$ cat src/shared/uart_rx_map.svh
`ifndef UART_RX_MAP_SVH
`define UART_RX_MAP_SVH

// Register offsets on the plain register port
`define ADDR_CSA 2'h0
`define ADDR_CSB 2'h1
`define ADDR_CSC 2'h2
`define ADDR_DATA 2'h3

// Control/status A bit positions
`define CSA_RXC_BIT 7
`define CSA_FE_BIT 4
`define CSA_DOR_BIT 3
`define CSA_PE_BIT 2

// Control/status B bit positions
`define CSB_RXCIE_BIT 7
`define CSB_RXEN_BIT 4
`define CSB_RX9_BIT 1

// Control/status C bit positions
`define CSC_PAR_EN_BIT 5
`define CSC_PAR_ODD_BIT 4
`define CSC_STOP2_BIT 3
`define CSC_SIZE_LSB 0

// Character size codes and reset value
`define SIZE_NINE 3'h7
`define SIZE_BASE_BITS 4'h5
`define CSC_SIZE_RESET 3'h3

// Buffer depth and bit timing
`define RX_FIFO_DEPTH 2
`define CLOCK_HZ 50000000
`define BAUD_RATE 115200
`define RX_BIT_CLKS (`CLOCK_HZ / `BAUD_RATE)

`endif

$ cat src/shared/uart_rx_pkg.sv
`include "uart_rx_map.svh"
`default_nettype none
package uart_rx_pkg;

    // Receiver sequence, Gray coded along the frame
    typedef enum logic [2:0] {
        RX_IDLE = 3'h0,
        RX_START = 3'h1,
        RX_DATA = 3'h3,
        RX_PARITY = 3'h2,
        RX_STOP = 3'h6
    } rx_state_e;

    // One received character with its own status
    typedef struct packed {
        logic [8:0] data;
        logic fe;
        logic perr;
    } frame_s;

    // One buffer entry
    typedef struct packed {
        frame_s frame;
        logic dor;
    } entry_s;

    // Data bits per character from the size code
    function automatic logic [3:0] char_bits(input logic [2:0] size);
        char_bits = (size == `SIZE_NINE) ? 4'h9 : (`SIZE_BASE_BITS + {2'h0, size[1:0]});
    endfunction

endpackage
`default_nettype wire

$ cat src/rtl/uart_rx_buffer.sv
// The placing of the registers and the plain strobed port were left to the implementer.
`include "uart_rx_map.svh"
`default_nettype none
// Notes on behaviour
// Nine-bit mode: software reads the ninth bit from B before data.
// Each data read advances the buffer; ninth bit and flags follow.
// Software reads A flags before reading that frame's data.
// Receive-complete reads one while any unread frame remains.
// Clearing receiver enable empties the buffer; receive-complete drops.
// Interrupt requested while enabled and receive-complete set, gated globally.
// Error flags stored with their frame, shown for the head frame.
// Writes to A never change the three error flags.
// Software writes zeros to the error flag positions of A.
// Error flags raise no interrupt of their own.
// Frame error is one when the first stop bit sampled low.
// Only the first stop bit is checked, whatever stop count says.
// Overrun: buffer full, frame waiting, new start seen; that frame lost.
// Overrun clears when a frame moves into the buffer.
// Parity checked only while parity enable is set.
// Parity over data compared with parity bit, result stored in entry.
// Parity error only if checking was on at reception; valid until read.
// Parity error reads zero while checking is disabled.
// Receiver disable acts at once, abandoning a reception.
// Disabled receiver releases the serial input pin.
// Start bit begins reception; frame moves to buffer at first stop bit.
// Unused upper data bits of short characters read zero.
// Receiver enable in B enables receiver and takes the pin.
// Odd select zero means even parity, one means odd.
// Ninth data bit appears at B bit one for the head entry.
module uart_rx_buffer
    import uart_rx_pkg::*;
#(
    parameter int CLKS_PER_BIT = `RX_BIT_CLKS,
    parameter int DEPTH = `RX_FIFO_DEPTH
) (
    input wire logic clock,
    input wire logic rst_b,
    input wire logic ce,
    input wire logic [1:0] addr,
    input wire logic [7:0] wdata,
    input wire logic wr,
    input wire logic rd,
    output logic [7:0] rdata,
    input wire logic serial_input_pin,
    input wire logic global_irq_enable,
    output logic rx_irq,
    output logic pin_override
);
    localparam int AW = $clog2(DEPTH);
    localparam logic [AW:0] FULL_COUNT = (AW + 1)'(DEPTH);

    typedef struct packed {
        logic irq_en;
        logic rx_enable;
        logic par_en;
        logic par_odd;
        logic stop2;
        logic [2:0] size;
        logic [AW-1:0] wr_ptr;
        logic [AW-1:0] rd_ptr;
        logic [AW:0] count;
        logic hold_valid;
        frame_s hold;
        logic dor_pending;
        logic drop_next;
        logic [7:0] rdata;
        logic irq;
    } buffer_s;

    buffer_s s_reg;
    buffer_s s_next;
    entry_s head;
    entry_s push_entry;
    frame_s frame_in;
    logic start_in;
    logic done_in;
    logic rxc;
    logic push;
    logic pop;
    logic space;
    logic overrun;
    logic [7:0] rd_value;

    ////////////////////////////////////////////////////////////////////////////
    // Receive shifter and entry store

    // Character reception from the pin
    rx_frame_shifter #(
        .CLKS_PER_BIT(CLKS_PER_BIT)
    ) shifter (
        .clock(clock),
        .rst_b(rst_b),
        .ce(ce),
        .rx_on(s_reg.rx_enable),
        .serial_in(serial_input_pin),
        .n_bits(char_bits(s_reg.size)),
        .parity_en(s_reg.par_en),
        .parity_odd(s_reg.par_odd),
        .start_seen(start_in),
        .done(done_in),
        .frame(frame_in)
    );

    // Two-entry buffer storage, read at the next head
    rx_entry_store #(
        .DEPTH(DEPTH),
        .AW(AW)
    ) store (
        .clock(clock),
        .rst_b(rst_b),
        .ce(ce),
        .we(push),
        .waddr(s_reg.wr_ptr),
        .wentry(push_entry),
        .raddr(s_next.rd_ptr),
        .rentry(head)
    );

    ////////////////////////////////////////////////////////////////////////////
    // Next state

    always_comb begin
        s_next = s_reg;
        push = 1'b0;
        pop = 1'b0;
        overrun = 1'b0;
        push_entry = '0;
        rd_value = '0;
        rxc = (s_reg.count != '0);

        // Register writes; A and data writes leave the flags alone
        if (wr) begin
            unique case (addr)
                `ADDR_CSA: begin
                    s_next.irq_en = s_reg.irq_en;
                end
                `ADDR_CSB: begin
                    s_next.irq_en = wdata[`CSB_RXCIE_BIT];
                    s_next.rx_enable = wdata[`CSB_RXEN_BIT];
                end
                `ADDR_CSC: begin
                    s_next.par_en = wdata[`CSC_PAR_EN_BIT];
                    s_next.par_odd = wdata[`CSC_PAR_ODD_BIT];
                    s_next.stop2 = wdata[`CSC_STOP2_BIT];
                    s_next.size = wdata[`CSC_SIZE_LSB +: 3];
                end
                `ADDR_DATA: begin
                    s_next.size = s_reg.size;
                end
            endcase
        end

        // Read value; A flags and ninth bit shown for the head entry only while it is unread
        unique case (addr)
            `ADDR_CSA: begin
                rd_value[`CSA_RXC_BIT] = rxc;
                rd_value[`CSA_FE_BIT] = rxc & head.frame.fe;
                rd_value[`CSA_DOR_BIT] = rxc & head.dor;
                rd_value[`CSA_PE_BIT] = rxc & head.frame.perr & s_reg.par_en;
            end
            `ADDR_CSB: begin
                rd_value[`CSB_RXCIE_BIT] = s_reg.irq_en;
                rd_value[`CSB_RXEN_BIT] = s_reg.rx_enable;
                rd_value[`CSB_RX9_BIT] = rxc & head.frame.data[8];
            end
            `ADDR_CSC: begin
                rd_value[`CSC_PAR_EN_BIT] = s_reg.par_en;
                rd_value[`CSC_PAR_ODD_BIT] = s_reg.par_odd;
                rd_value[`CSC_STOP2_BIT] = s_reg.stop2;
                rd_value[`CSC_SIZE_LSB +: 3] = s_reg.size;
            end
            `ADDR_DATA: begin
                rd_value = head.frame.data[7:0];
            end
        endcase
        s_next.rdata = rd ? rd_value : 8'h00;

        // Data read advances the head
        pop = rd && addr == `ADDR_DATA && rxc && s_reg.rx_enable;
        space = (s_reg.count != FULL_COUNT) || pop;

        if (s_reg.rx_enable) begin
            // Waiting character moves in as soon as room opens
            if (s_reg.hold_valid && space) begin
                push = 1'b1;
                push_entry.frame = s_reg.hold;
                push_entry.dor = s_reg.dor_pending;
                s_next.hold_valid = 1'b0;
            end
            // New character: lost after overrun, else buffered or held
            if (done_in) begin
                if (s_reg.drop_next) begin
                    s_next.drop_next = 1'b0;
                end else if (!s_reg.hold_valid && space) begin
                    push = 1'b1;
                    push_entry.frame = frame_in;
                    push_entry.dor = s_reg.dor_pending;
                end else begin
                    s_next.hold = frame_in;
                    s_next.hold_valid = 1'b1;
                end
            end
            if (push) begin
                s_next.dor_pending = 1'b0;
            end
            // Set wins over the clear above
            if (start_in && s_reg.hold_valid && !space) begin
                overrun = 1'b1;
                s_next.dor_pending = 1'b1;
                s_next.drop_next = 1'b1;
            end
            s_next.wr_ptr = push ? AW'(s_reg.wr_ptr + 1'b1) : s_reg.wr_ptr;
            s_next.rd_ptr = pop ? AW'(s_reg.rd_ptr + 1'b1) : s_reg.rd_ptr;
            s_next.count = s_reg.count + (AW + 1)'(push) - (AW + 1)'(pop);
        end else begin
            // Disabled: everything stored is discarded
            s_next.count = '0;
            s_next.rd_ptr = s_reg.wr_ptr;
            s_next.hold_valid = 1'b0;
            s_next.dor_pending = 1'b0;
            s_next.drop_next = 1'b0;
        end

        // Only receive-complete requests the interrupt
        s_next.irq = s_reg.irq_en && rxc && global_irq_enable; // see
    end

    // State register, frozen while the clock enable is low
    always_ff @(posedge clock or negedge rst_b) begin
        if (!rst_b) begin
            s_reg <= '0;
            s_reg.size <= `CSC_SIZE_RESET;
        end else if (ce) begin
            s_reg <= s_next;
        end
    end

    assign rdata = s_reg.rdata;
    assign rx_irq = s_reg.irq;
    assign pin_override = s_reg.rx_enable;
endmodule
`default_nettype wire

$ cat src/rtl/rx_entry_store.sv
`include "uart_rx_map.svh"
`default_nettype none
module rx_entry_store
    import uart_rx_pkg::*;
#(
    parameter int DEPTH = `RX_FIFO_DEPTH,
    parameter int AW = $clog2(DEPTH)
) (
    input wire logic clock,
    input wire logic rst_b,
    input wire logic ce,
    input wire logic we,
    input wire logic [AW-1:0] waddr,
    input wire entry_s wentry,
    input wire logic [AW-1:0] raddr,
    output entry_s rentry
);
    typedef struct packed {
        entry_s [DEPTH-1:0] mem;
        entry_s rdata;
    } store_s;

    store_s s_reg;
    store_s s_next;

    // Write first, so a fresh entry reads through at once
    always_comb begin
        s_next = s_reg;
        if (we) begin
            s_next.mem[waddr] = wentry;
        end
        s_next.rdata = s_next.mem[raddr];
    end

    // State register
    always_ff @(posedge clock or negedge rst_b) begin
        if (!rst_b) begin
            s_reg <= '0;
        end else if (ce) begin
            s_reg <= s_next;
        end
    end

    assign rentry = s_reg.rdata;
endmodule
`default_nettype wire

$ cat src/rtl/rx_frame_shifter.sv
`include "uart_rx_map.svh"
`default_nettype none
module rx_frame_shifter
    import uart_rx_pkg::*;
#(
    parameter int CLKS_PER_BIT = `RX_BIT_CLKS
) (
    input wire logic clock,
    input wire logic rst_b,
    input wire logic ce,
    input wire logic rx_on,
    input wire logic serial_in,
    input wire logic [3:0] n_bits,
    input wire logic parity_en,
    input wire logic parity_odd,
    output logic start_seen,
    output logic done,
    output frame_s frame
);
    localparam logic [15:0] FULL_CNT = 16'(CLKS_PER_BIT - 1);
    localparam logic [15:0] HALF_CNT = 16'(CLKS_PER_BIT / 2 - 1);

    typedef struct packed {
        rx_state_e st;
        logic [15:0] cnt;
        logic [3:0] idx;
        logic [8:0] data;
        logic par;
        logic start_seen;
        logic done;
        frame_s frame;
    } shifter_s;

    shifter_s s_reg;
    shifter_s s_next;

    // Frame sequence, sampled at mid bit
    always_comb begin
        s_next = s_reg;
        s_next.start_seen = 1'b0;
        s_next.done = 1'b0;
        if (!rx_on) begin
            s_next.st = RX_IDLE;
            s_next.cnt = '0;
        end else if (s_reg.cnt != '0 && s_reg.st != RX_IDLE) begin
            s_next.cnt = s_reg.cnt - 16'h0001;
        end else begin
            unique case (s_reg.st)
                RX_IDLE: begin
                    if (!serial_in) begin
                        s_next.st = RX_START;
                        s_next.cnt = HALF_CNT;
                    end
                end
                RX_START: begin
                    // Start still low at mid bit: valid start
                    if (serial_in) begin
                        s_next.st = RX_IDLE;
                    end else begin
                        s_next.st = RX_DATA;
                        s_next.cnt = FULL_CNT;
                        s_next.idx = '0;
                        s_next.data = '0;
                        s_next.par = 1'b0;
                        s_next.start_seen = 1'b1;
                    end
                end
                RX_DATA: begin
                    s_next.data[s_reg.idx] = serial_in;
                    s_next.par = s_reg.par ^ serial_in;
                    s_next.cnt = FULL_CNT;
                    if (s_reg.idx == 4'(n_bits - 4'h1)) begin
                        s_next.st = parity_en ? RX_PARITY : RX_STOP;
                    end else begin
                        s_next.idx = s_reg.idx + 4'h1;
                    end
                end
                RX_PARITY: begin
                    // Mismatch is one; odd select inverts the expectation
                    s_next.par = s_reg.par ^ serial_in ^ parity_odd;
                    s_next.cnt = FULL_CNT;
                    s_next.st = RX_STOP;
                end
                RX_STOP: begin
                    // Only the first stop bit is looked at
                    s_next.frame.data = s_reg.data;
                    s_next.frame.fe = !serial_in; // see
                    s_next.frame.perr = parity_en & s_reg.par;
                    s_next.done = 1'b1;
                    s_next.st = RX_IDLE;
                end
            endcase
        end
    end

    // State register
    always_ff @(posedge clock or negedge rst_b) begin
        if (!rst_b) begin
            s_reg <= '0;
        end else if (ce) begin
            s_reg <= s_next;
        end
    end

    assign start_seen = s_reg.start_seen;
    assign done = s_reg.done;
    assign frame = s_reg.frame;
endmodule
`default_nettype wire

$ cat config.mk
export PLATFORM = sky130hd
export DESIGN_NAME = uart_rx_buffer
export DESIGN_NICKNAME = d
export VERILOG_FILES = /design/src/shared/uart_rx_pkg.sv /design/src/rtl/uart_rx_buffer.sv /design/src/rtl/rx_entry_store.sv /design/src/rtl/rx_frame_shifter.sv
export VERILOG_INCLUDE_DIRS = /design/src /design/src/shared
export SDC_FILE = /design/constraint.sdc
export NUM_CORES = 1
export LEC_CHECK = 0
export ABC_AREA = 1
export BUFFER_PORTS_ARGS = -buffer_cell sky130_fd_sc_hd__buf_2
export CAP_MARGIN = 30
export CORE_UTILIZATION = 50
export CTS_BUF_LIST = sky130_fd_sc_hd__clkbuf_8
export DETAILED_ROUTE_END_ITERATION = 8
export PLACE_DENSITY = 0.67
export SLEW_MARGIN = 20
export SYNTH_ARGS = -nofsm -noshare
export SYNTH_HDL_FRONTEND = slang
export SYNTH_SLANG_ARGS = --single-unit
$ cat constraint.sdc
create_clock -name clock -period 3.55 [get_ports clock]
set_input_delay 1.065 -clock clock [delete_from_list [all_inputs] [get_ports clock]]
set_output_delay 1.065 -clock clock [all_outputs]
set_load 0.02 [all_outputs]
# == Yosys cells after proc, flatten, opt, wreduce, memory -nomap -nowiden ==
# Cells that the tools add are included.
# classes
n_mux,56
reduce_logical,36
n_lt_le_gt_ge,5
n_mul,0
eq_ne,20
div_mod_pow,0
n_bitwise,11
add_sub_neg,8
shift,0
# ops
operator,n
two-way mux 12 bit,12
one-hot mux 16 bit (3 select lines),1
two-way mux 19 bit,2
two-way mux 31 bit,1
two-way mux 13 bit,2
one-hot mux 13 bit (2 select lines),1
bitwise mux 24 bit,1
two-way mux 24 bit,1
two-way mux 16 bit,1
nonzero test 16 bit,1
"subtractor 16 x 1 -> 16 bit, second input constant",1
one-hot mux 3 bit (5 select lines),1
AND reduction 5 bit,3
two-way mux 1 bit,13
demux 12 bit (select 1 bit),1
logical AND 1 bit,12
two-way mux 4 bit,3
AND reduction 4 bit,3
bitwise mux 9 bit,1
two-way mux 3 bit,3
one-hot mux 1 bit (3 select lines),3
AND reduction 3 bit,3
two-way mux 8 bit,1
"inequality test 2 bit, second input constant",4
38 further kinds,61
# word_totals
elab_cells,175
latchBits,0
out_inout_bits,10
memories,0
mem_bits_rw,0
inputBits,17
ff_bits,117
rom_bits,0

# == Depth between registers and ports, before layout ==
# depth
word_depth,16
mapped_depth,15
depth_no_buf,15

# == By module ==
# Synthesis repeated with hierarchy kept, for this count alone.
# unflattened
hier_cells,896
hier_area_um2,6947.9
# by_module_without_submodules
module,instances,cells_per_inst,area_per_inst_um2,seq_area_each_um2
rx_frame_shifter,1,415,3022.9,1151.1
uart_rx_buffer,1,250,2089.5,878.3
rx_entry_store,1,231,1835.5,900.9

# == Worst setup path after synthesis ==
# No wires, ideal clock.
# synth_path
kind,input port to flip-flop
start,input addr[1]
end,register s_reg[24] in the netlist's numbering
required_ns,3.467
arrival_ns,2.367
path_slack_ns,1.100
cell_stages,11
path_buffers,1
setup_ns,0.083
path_cell_list,nand2_2 inv_4 nand2_2 nand3_4 buf_4 nand2_1 ha_1 inv_1 ha_1 xor2_1 o21ai_0
# synth_between
elab_chain_cells,14
word_cells_on_any_way,15
classes_between,add/sub (2); eq/ne (1); mux (6); reduce/logical (6)
# synth_rtl
item,line_no,rtl
"start, declared",uart_rx_buffer.sv:39,"input wire logic [1:0] addr,"
== test 2 bit (*),-,
logical AND 1 bit (no source line) (*),-,
logical AND 1 bit (*) (2 in a row),uart_rx_buffer.sv:179,pop = rd && addr == `ADDR_DATA && rxc && s_reg.rx_enable;
logical OR 1 bit,uart_rx_buffer.sv:180,space = (s_reg.count != FULL_COUNT) || pop;
logical AND 1 bit,uart_rx_buffer.sv:184,if (s_reg.hold_valid && space) begin
two-way mux 1 bit,uart_rx_buffer.sv:184,
two-way mux 1 bit,uart_rx_buffer.sv:194,end else if (!s_reg.hold_valid && space) begin
two-way mux 1 bit,uart_rx_buffer.sv:192,if (s_reg.drop_next) begin
two-way mux 1 bit,uart_rx_buffer.sv:191,if (done_in) begin
two-way mux 1 bit,uart_rx_buffer.sv:182,if (s_reg.rx_enable) begin
adder 2 x 1 -> 2 bit,uart_rx_buffer.sv:214,s_next.count = s_reg.count + (AW + 1)'(push) - (AW + 1)'(pop);
subtractor 2 x 1 -> 2 bit (*),uart_rx_buffer.sv:214,
two-way mux 4 bit (*),uart_rx_buffer.sv:182,
"end signal, assigned",uart_rx_buffer.sv:234,s_reg <= s_next;
"end, declared",uart_rx_buffer.sv:70,buffer_s s_reg;
# Every way passes the cells marked *; elsewhere a longest branch is shown, timed or not. The select of a mux whose other input is x is not followed.
# A chain may end at the register's enable or synchronous reset.

# == Worst setup path in the final report ==
# layout_path
start,input addr[1]
end,register store.s_reg[24] in the netlist's numbering
# layout_between
elab_chain_cells,13
word_cells_on_any_way,20
classes_between,eq/ne (1); mux (13); reduce/logical (6)
# layout_rtl
item,line_no,rtl
== test 2 bit (*),-,
logical AND 1 bit (no source line) (*),-,
logical AND 1 bit (*) (2 in a row),uart_rx_buffer.sv:179,
logical OR 1 bit (*),uart_rx_buffer.sv:180,
logical AND 1 bit,uart_rx_buffer.sv:184,
two-way mux 12 bit or two-way mux 1 bit (tied branches),uart_rx_buffer.sv:184,
two-way mux 12 bit or two-way mux 1 bit (tied branches),uart_rx_buffer.sv:194,
two-way mux 12 bit or two-way mux 1 bit (tied branches),uart_rx_buffer.sv:192,
two-way mux 12 bit or two-way mux 1 bit (tied branches),uart_rx_buffer.sv:191,
two-way mux 12 bit or two-way mux 1 bit (tied branches),uart_rx_buffer.sv:182,
bitwise mux 24 bit or two-way mux 1 bit (tied branches),"rx_entry_store.sv:30, uart_rx_buffer.sv:182",
two-way mux 24 bit (*),rx_entry_store.sv:29,if (we) begin
"end signal, assigned",rx_entry_store.sv:40,s_reg <= s_next;
"end, declared",rx_entry_store.sv:23,store_s s_reg;
# Marked as above.

==> flow_summary.toml <==
[status]
status = "completed"

[worst_setup_path]
crit_path_end_kind = "register"
crit_arrival_ns = 2.97
crit_buf_inv = 2
cp_max_fo = 28
path_class = "in2reg"
required_ns = 3.95
slowest_stage = "nand4_1"
worstPathCellList = "buf_2 -> nand2_2 -> inv_4 -> nand2_2 -> nand3_4 -> nand4_1 -> o21ai_0 -> nand2_1 -> nand2_1"
cpPeakStageDelay_ns = 0.63
start_kind = "input pin"
critical_path.top_delay_family = "simple AND/OR/NAND/NOR gates"

[synthesis]
syn_nets = 875
synthCells = 848
netlist_area_mm2 = 0.006656
synth.distinct_cells = 44
ys_warn_count = 0
seq_area_frac_synth_pct = 44.02
syn_avg_cell_area_um2 = 7.850
ys_seq_elements = 117

[power_and_ir_drop]
p_total_w = 0.004707
ir_worst_vdd_v = 0.0003404
power_density_mw_per_mm2 = 652.2
p_leak_nw = 3.614

[layout]
drive_above_1_share_pct = 16.17
fin_nets = 886
syn_to_final_growth_pct = 8.421
fin_cells = 1044
num_antenna_cells = 0
postLayoutCoreUtil_pct = 56.27
largest_reg_flops = 33

[clocking]
insertion_delay_ns = 0.46
root_buffer = "clkbuf_8"
cts_buffers = 17
clk_pin_slew_ns = 0.07
clk_path_buf_depth = 2
cts_tree = "done"
hold_buffers = 0
cts_setup_buffers = 0
htreeDepth = 4
ctsResizeCount = 0
cts.sinks = 117

[placed_design]
dp.cells = 1012
io_buffers = 25
dp.final_hpwl_um = 10530
place_congestion = 0.8856

[sta]
max_freq_mhz = 389.5
rsz0062_at_grt = "false"
worst_pin_slew_ns = 0.7926
slew_violations = 0
finalSetupTns_ns = 0
skew_ns = 0.008855
min_period_over_period_pct = 72.32
finalSetupViolations = 0
max_slew_margin_pct = 46.83
finalHoldViolCount = 0
post-route-min-period_ns = 2.567

[routing]
drtIter0Drc = 442
dr.pass1.iters = 7
vias = 5587
wire_per_inst_um = 14.43
final_antenna_net_count = 0
drc = 0
viasPerCell = 5.352
finalWirelength_um = 15060

[global_route]
grt_max_degree = 74
overflow = 0
antenna_found_initial = 0
grt_pass1_wl_um = 25670
first_global_vias = 5334
track_usage_pct = 23.62

[flow_run]
cap_violations = 0

[floorplanning]
die_y_um = 117.4
io_pins = 27
dieArea_mm2 = 0.01378
rows = 41
core_region_area_mm2 = 0.01282
initial_core_util_pct = 51.90
die_x_um = 117.4

[min_path]
hold_path.class = "reg2reg"
-- worst paths after layout --
| check | endpoint | cells past startpoint | start | slack [ns] |
|---|---|---|---|---|
| max in group asynchronous | shifter.s_reg[36] | 2 | rst_b | 2.15 |
| worst max-delay path | store.s_reg[24] | 9 | addr[1] | 0.98 |
| min in group asynchronous | store.rentry[8] | 1 | rst_b | 0.61 |
| worst min register to register | s_reg[10] | 2 | s_reg[10] | 0.48 |
| worst min-delay path | s_reg[10] | 2 | s_reg[10] | 0.48 |
| worst max register to register | store.s_reg[24] | 6 | s_reg[22] | 0.99 |
-- cell usage after synthesis, drive strengths merged --
| master | n | share of area [%] |
|---|---|---|
| xnor2 | 5 | 0.66 |
| o211ai | 1 | 0.11 |
| a21oi | 22 | 2.0 |
| a221oi | 2 | 0.26 |
| clkbuf | 11 | 0.62 |
| dfstp | 2 | 0.79 |
| o31ai | 2 | 0.23 |
| nand2 | 288 | 17 |
| inv | 74 | 4.2 |
| a31oi | 7 | 0.66 |
| clkinv | 1 | 0.056 |
| a32o | 1 | 0.15 |
| mux2 | 16 | 3.2 |
| o311ai | 1 | 0.13 |
| xor2 | 11 | 1.4 |
| ha | 10 | 1.9 |
| o21ai | 54 | 4.3 |
| nor2 | 70 | 4.5 |
| o21bai | 1 | 0.11 |
| or2 | 3 | 0.28 |
| nor3 | 17 | 1.4 |
| buf | 28 | 3.3 |
| nand3b | 3 | 0.53 |
| nand3 | 85 | 7.1 |
| nand4 | 18 | 1.9 |
| dfrtp | 115 | 43 |
-- cells in the final DEF, fill, tap and decap left out, types with 15 or more instances in the layout --
cell type  instances
nor2_1            58
o21ai_1           21
a21oi_1           15
inv_1             62
buf_2             24
o21ai_0           29
nand3_1           80
nand2_1          274
nor3_1            16
clkbuf_8          19
dfrtp_1          115
nand4_1           17
-- tightest hold or removal path: stages (launching register included) --
cell and delay [ns]:
dfrtp_1 0.35, nand2_1 0.06, nand2_1 0.04
-- metal layers --
layer	GRT usage, %	vias up	share of wire, %
met4	9.659	0	2.2
met5	0	-	0
met2	36.95	137	46
li1	-	2780	-
met1	30.98	2641	47
met3	6.323	29	5.5
-- through the flow --
step | hold WS [ns] | worst slack (ns) | cell area (µm²)
after detailed placement | 0.4662 | 0.5412 | 6799
after CTS | 0.4854 | 0.9994 | 7217
after floorplan | 0.4412 | 1.100 | 6656
after global placement | 0.4633 | 0.5646 | 6799
after global routing | 0.5062 | 0.7621 | 7217
final | 0.4796 | 0.9828 | 7217
-- area by class of cell --
cell class | count | area (µm²)
Sequential cell | 117 | 2930
Clock buffer | 19 | 261.5
Tap cell | 172 | 215.2
Fill cell | 1204 | 5608
Clock inverter | 13 | 156.4
Timing Repair Buffer | 31 | 185.2
Multi-Input combinational cell | 617 | 3184
Inverter | 75 | 284.0
-- report_power, final --
part	internal (W)	switching [W]	total (W)
sequential	0.00158	0.000207	0.00178
clock	0.000726	0.000566	0.00129
combinational	0.000551	0.00108	0.00163
total	0.00285	0.00185	0.00471
-- logic make-up (layout without fill, tap and decap cells) --
| logic type | Yosys count | count (layout) | synth area share (%) |
|---|---|---|---|
| AND/OR/NAND/NOR | 484 | 484 | 32.65 |
| flip-flops | 117 | 117 | 44.02 |
| buffers and inverters | 114 | 138 | 8.139 |
| AO/OA/AOI/OAI | 91 | 91 | 7.989 |
| XOR/XNOR | 16 | 16 | 2.105 |
| multiplexers | 16 | 16 | 3.214 |
| adder cells (fa/ha/maj) | 10 | 10 | 1.880 |
No activity file was read; power rests on OpenSTA's default activity.
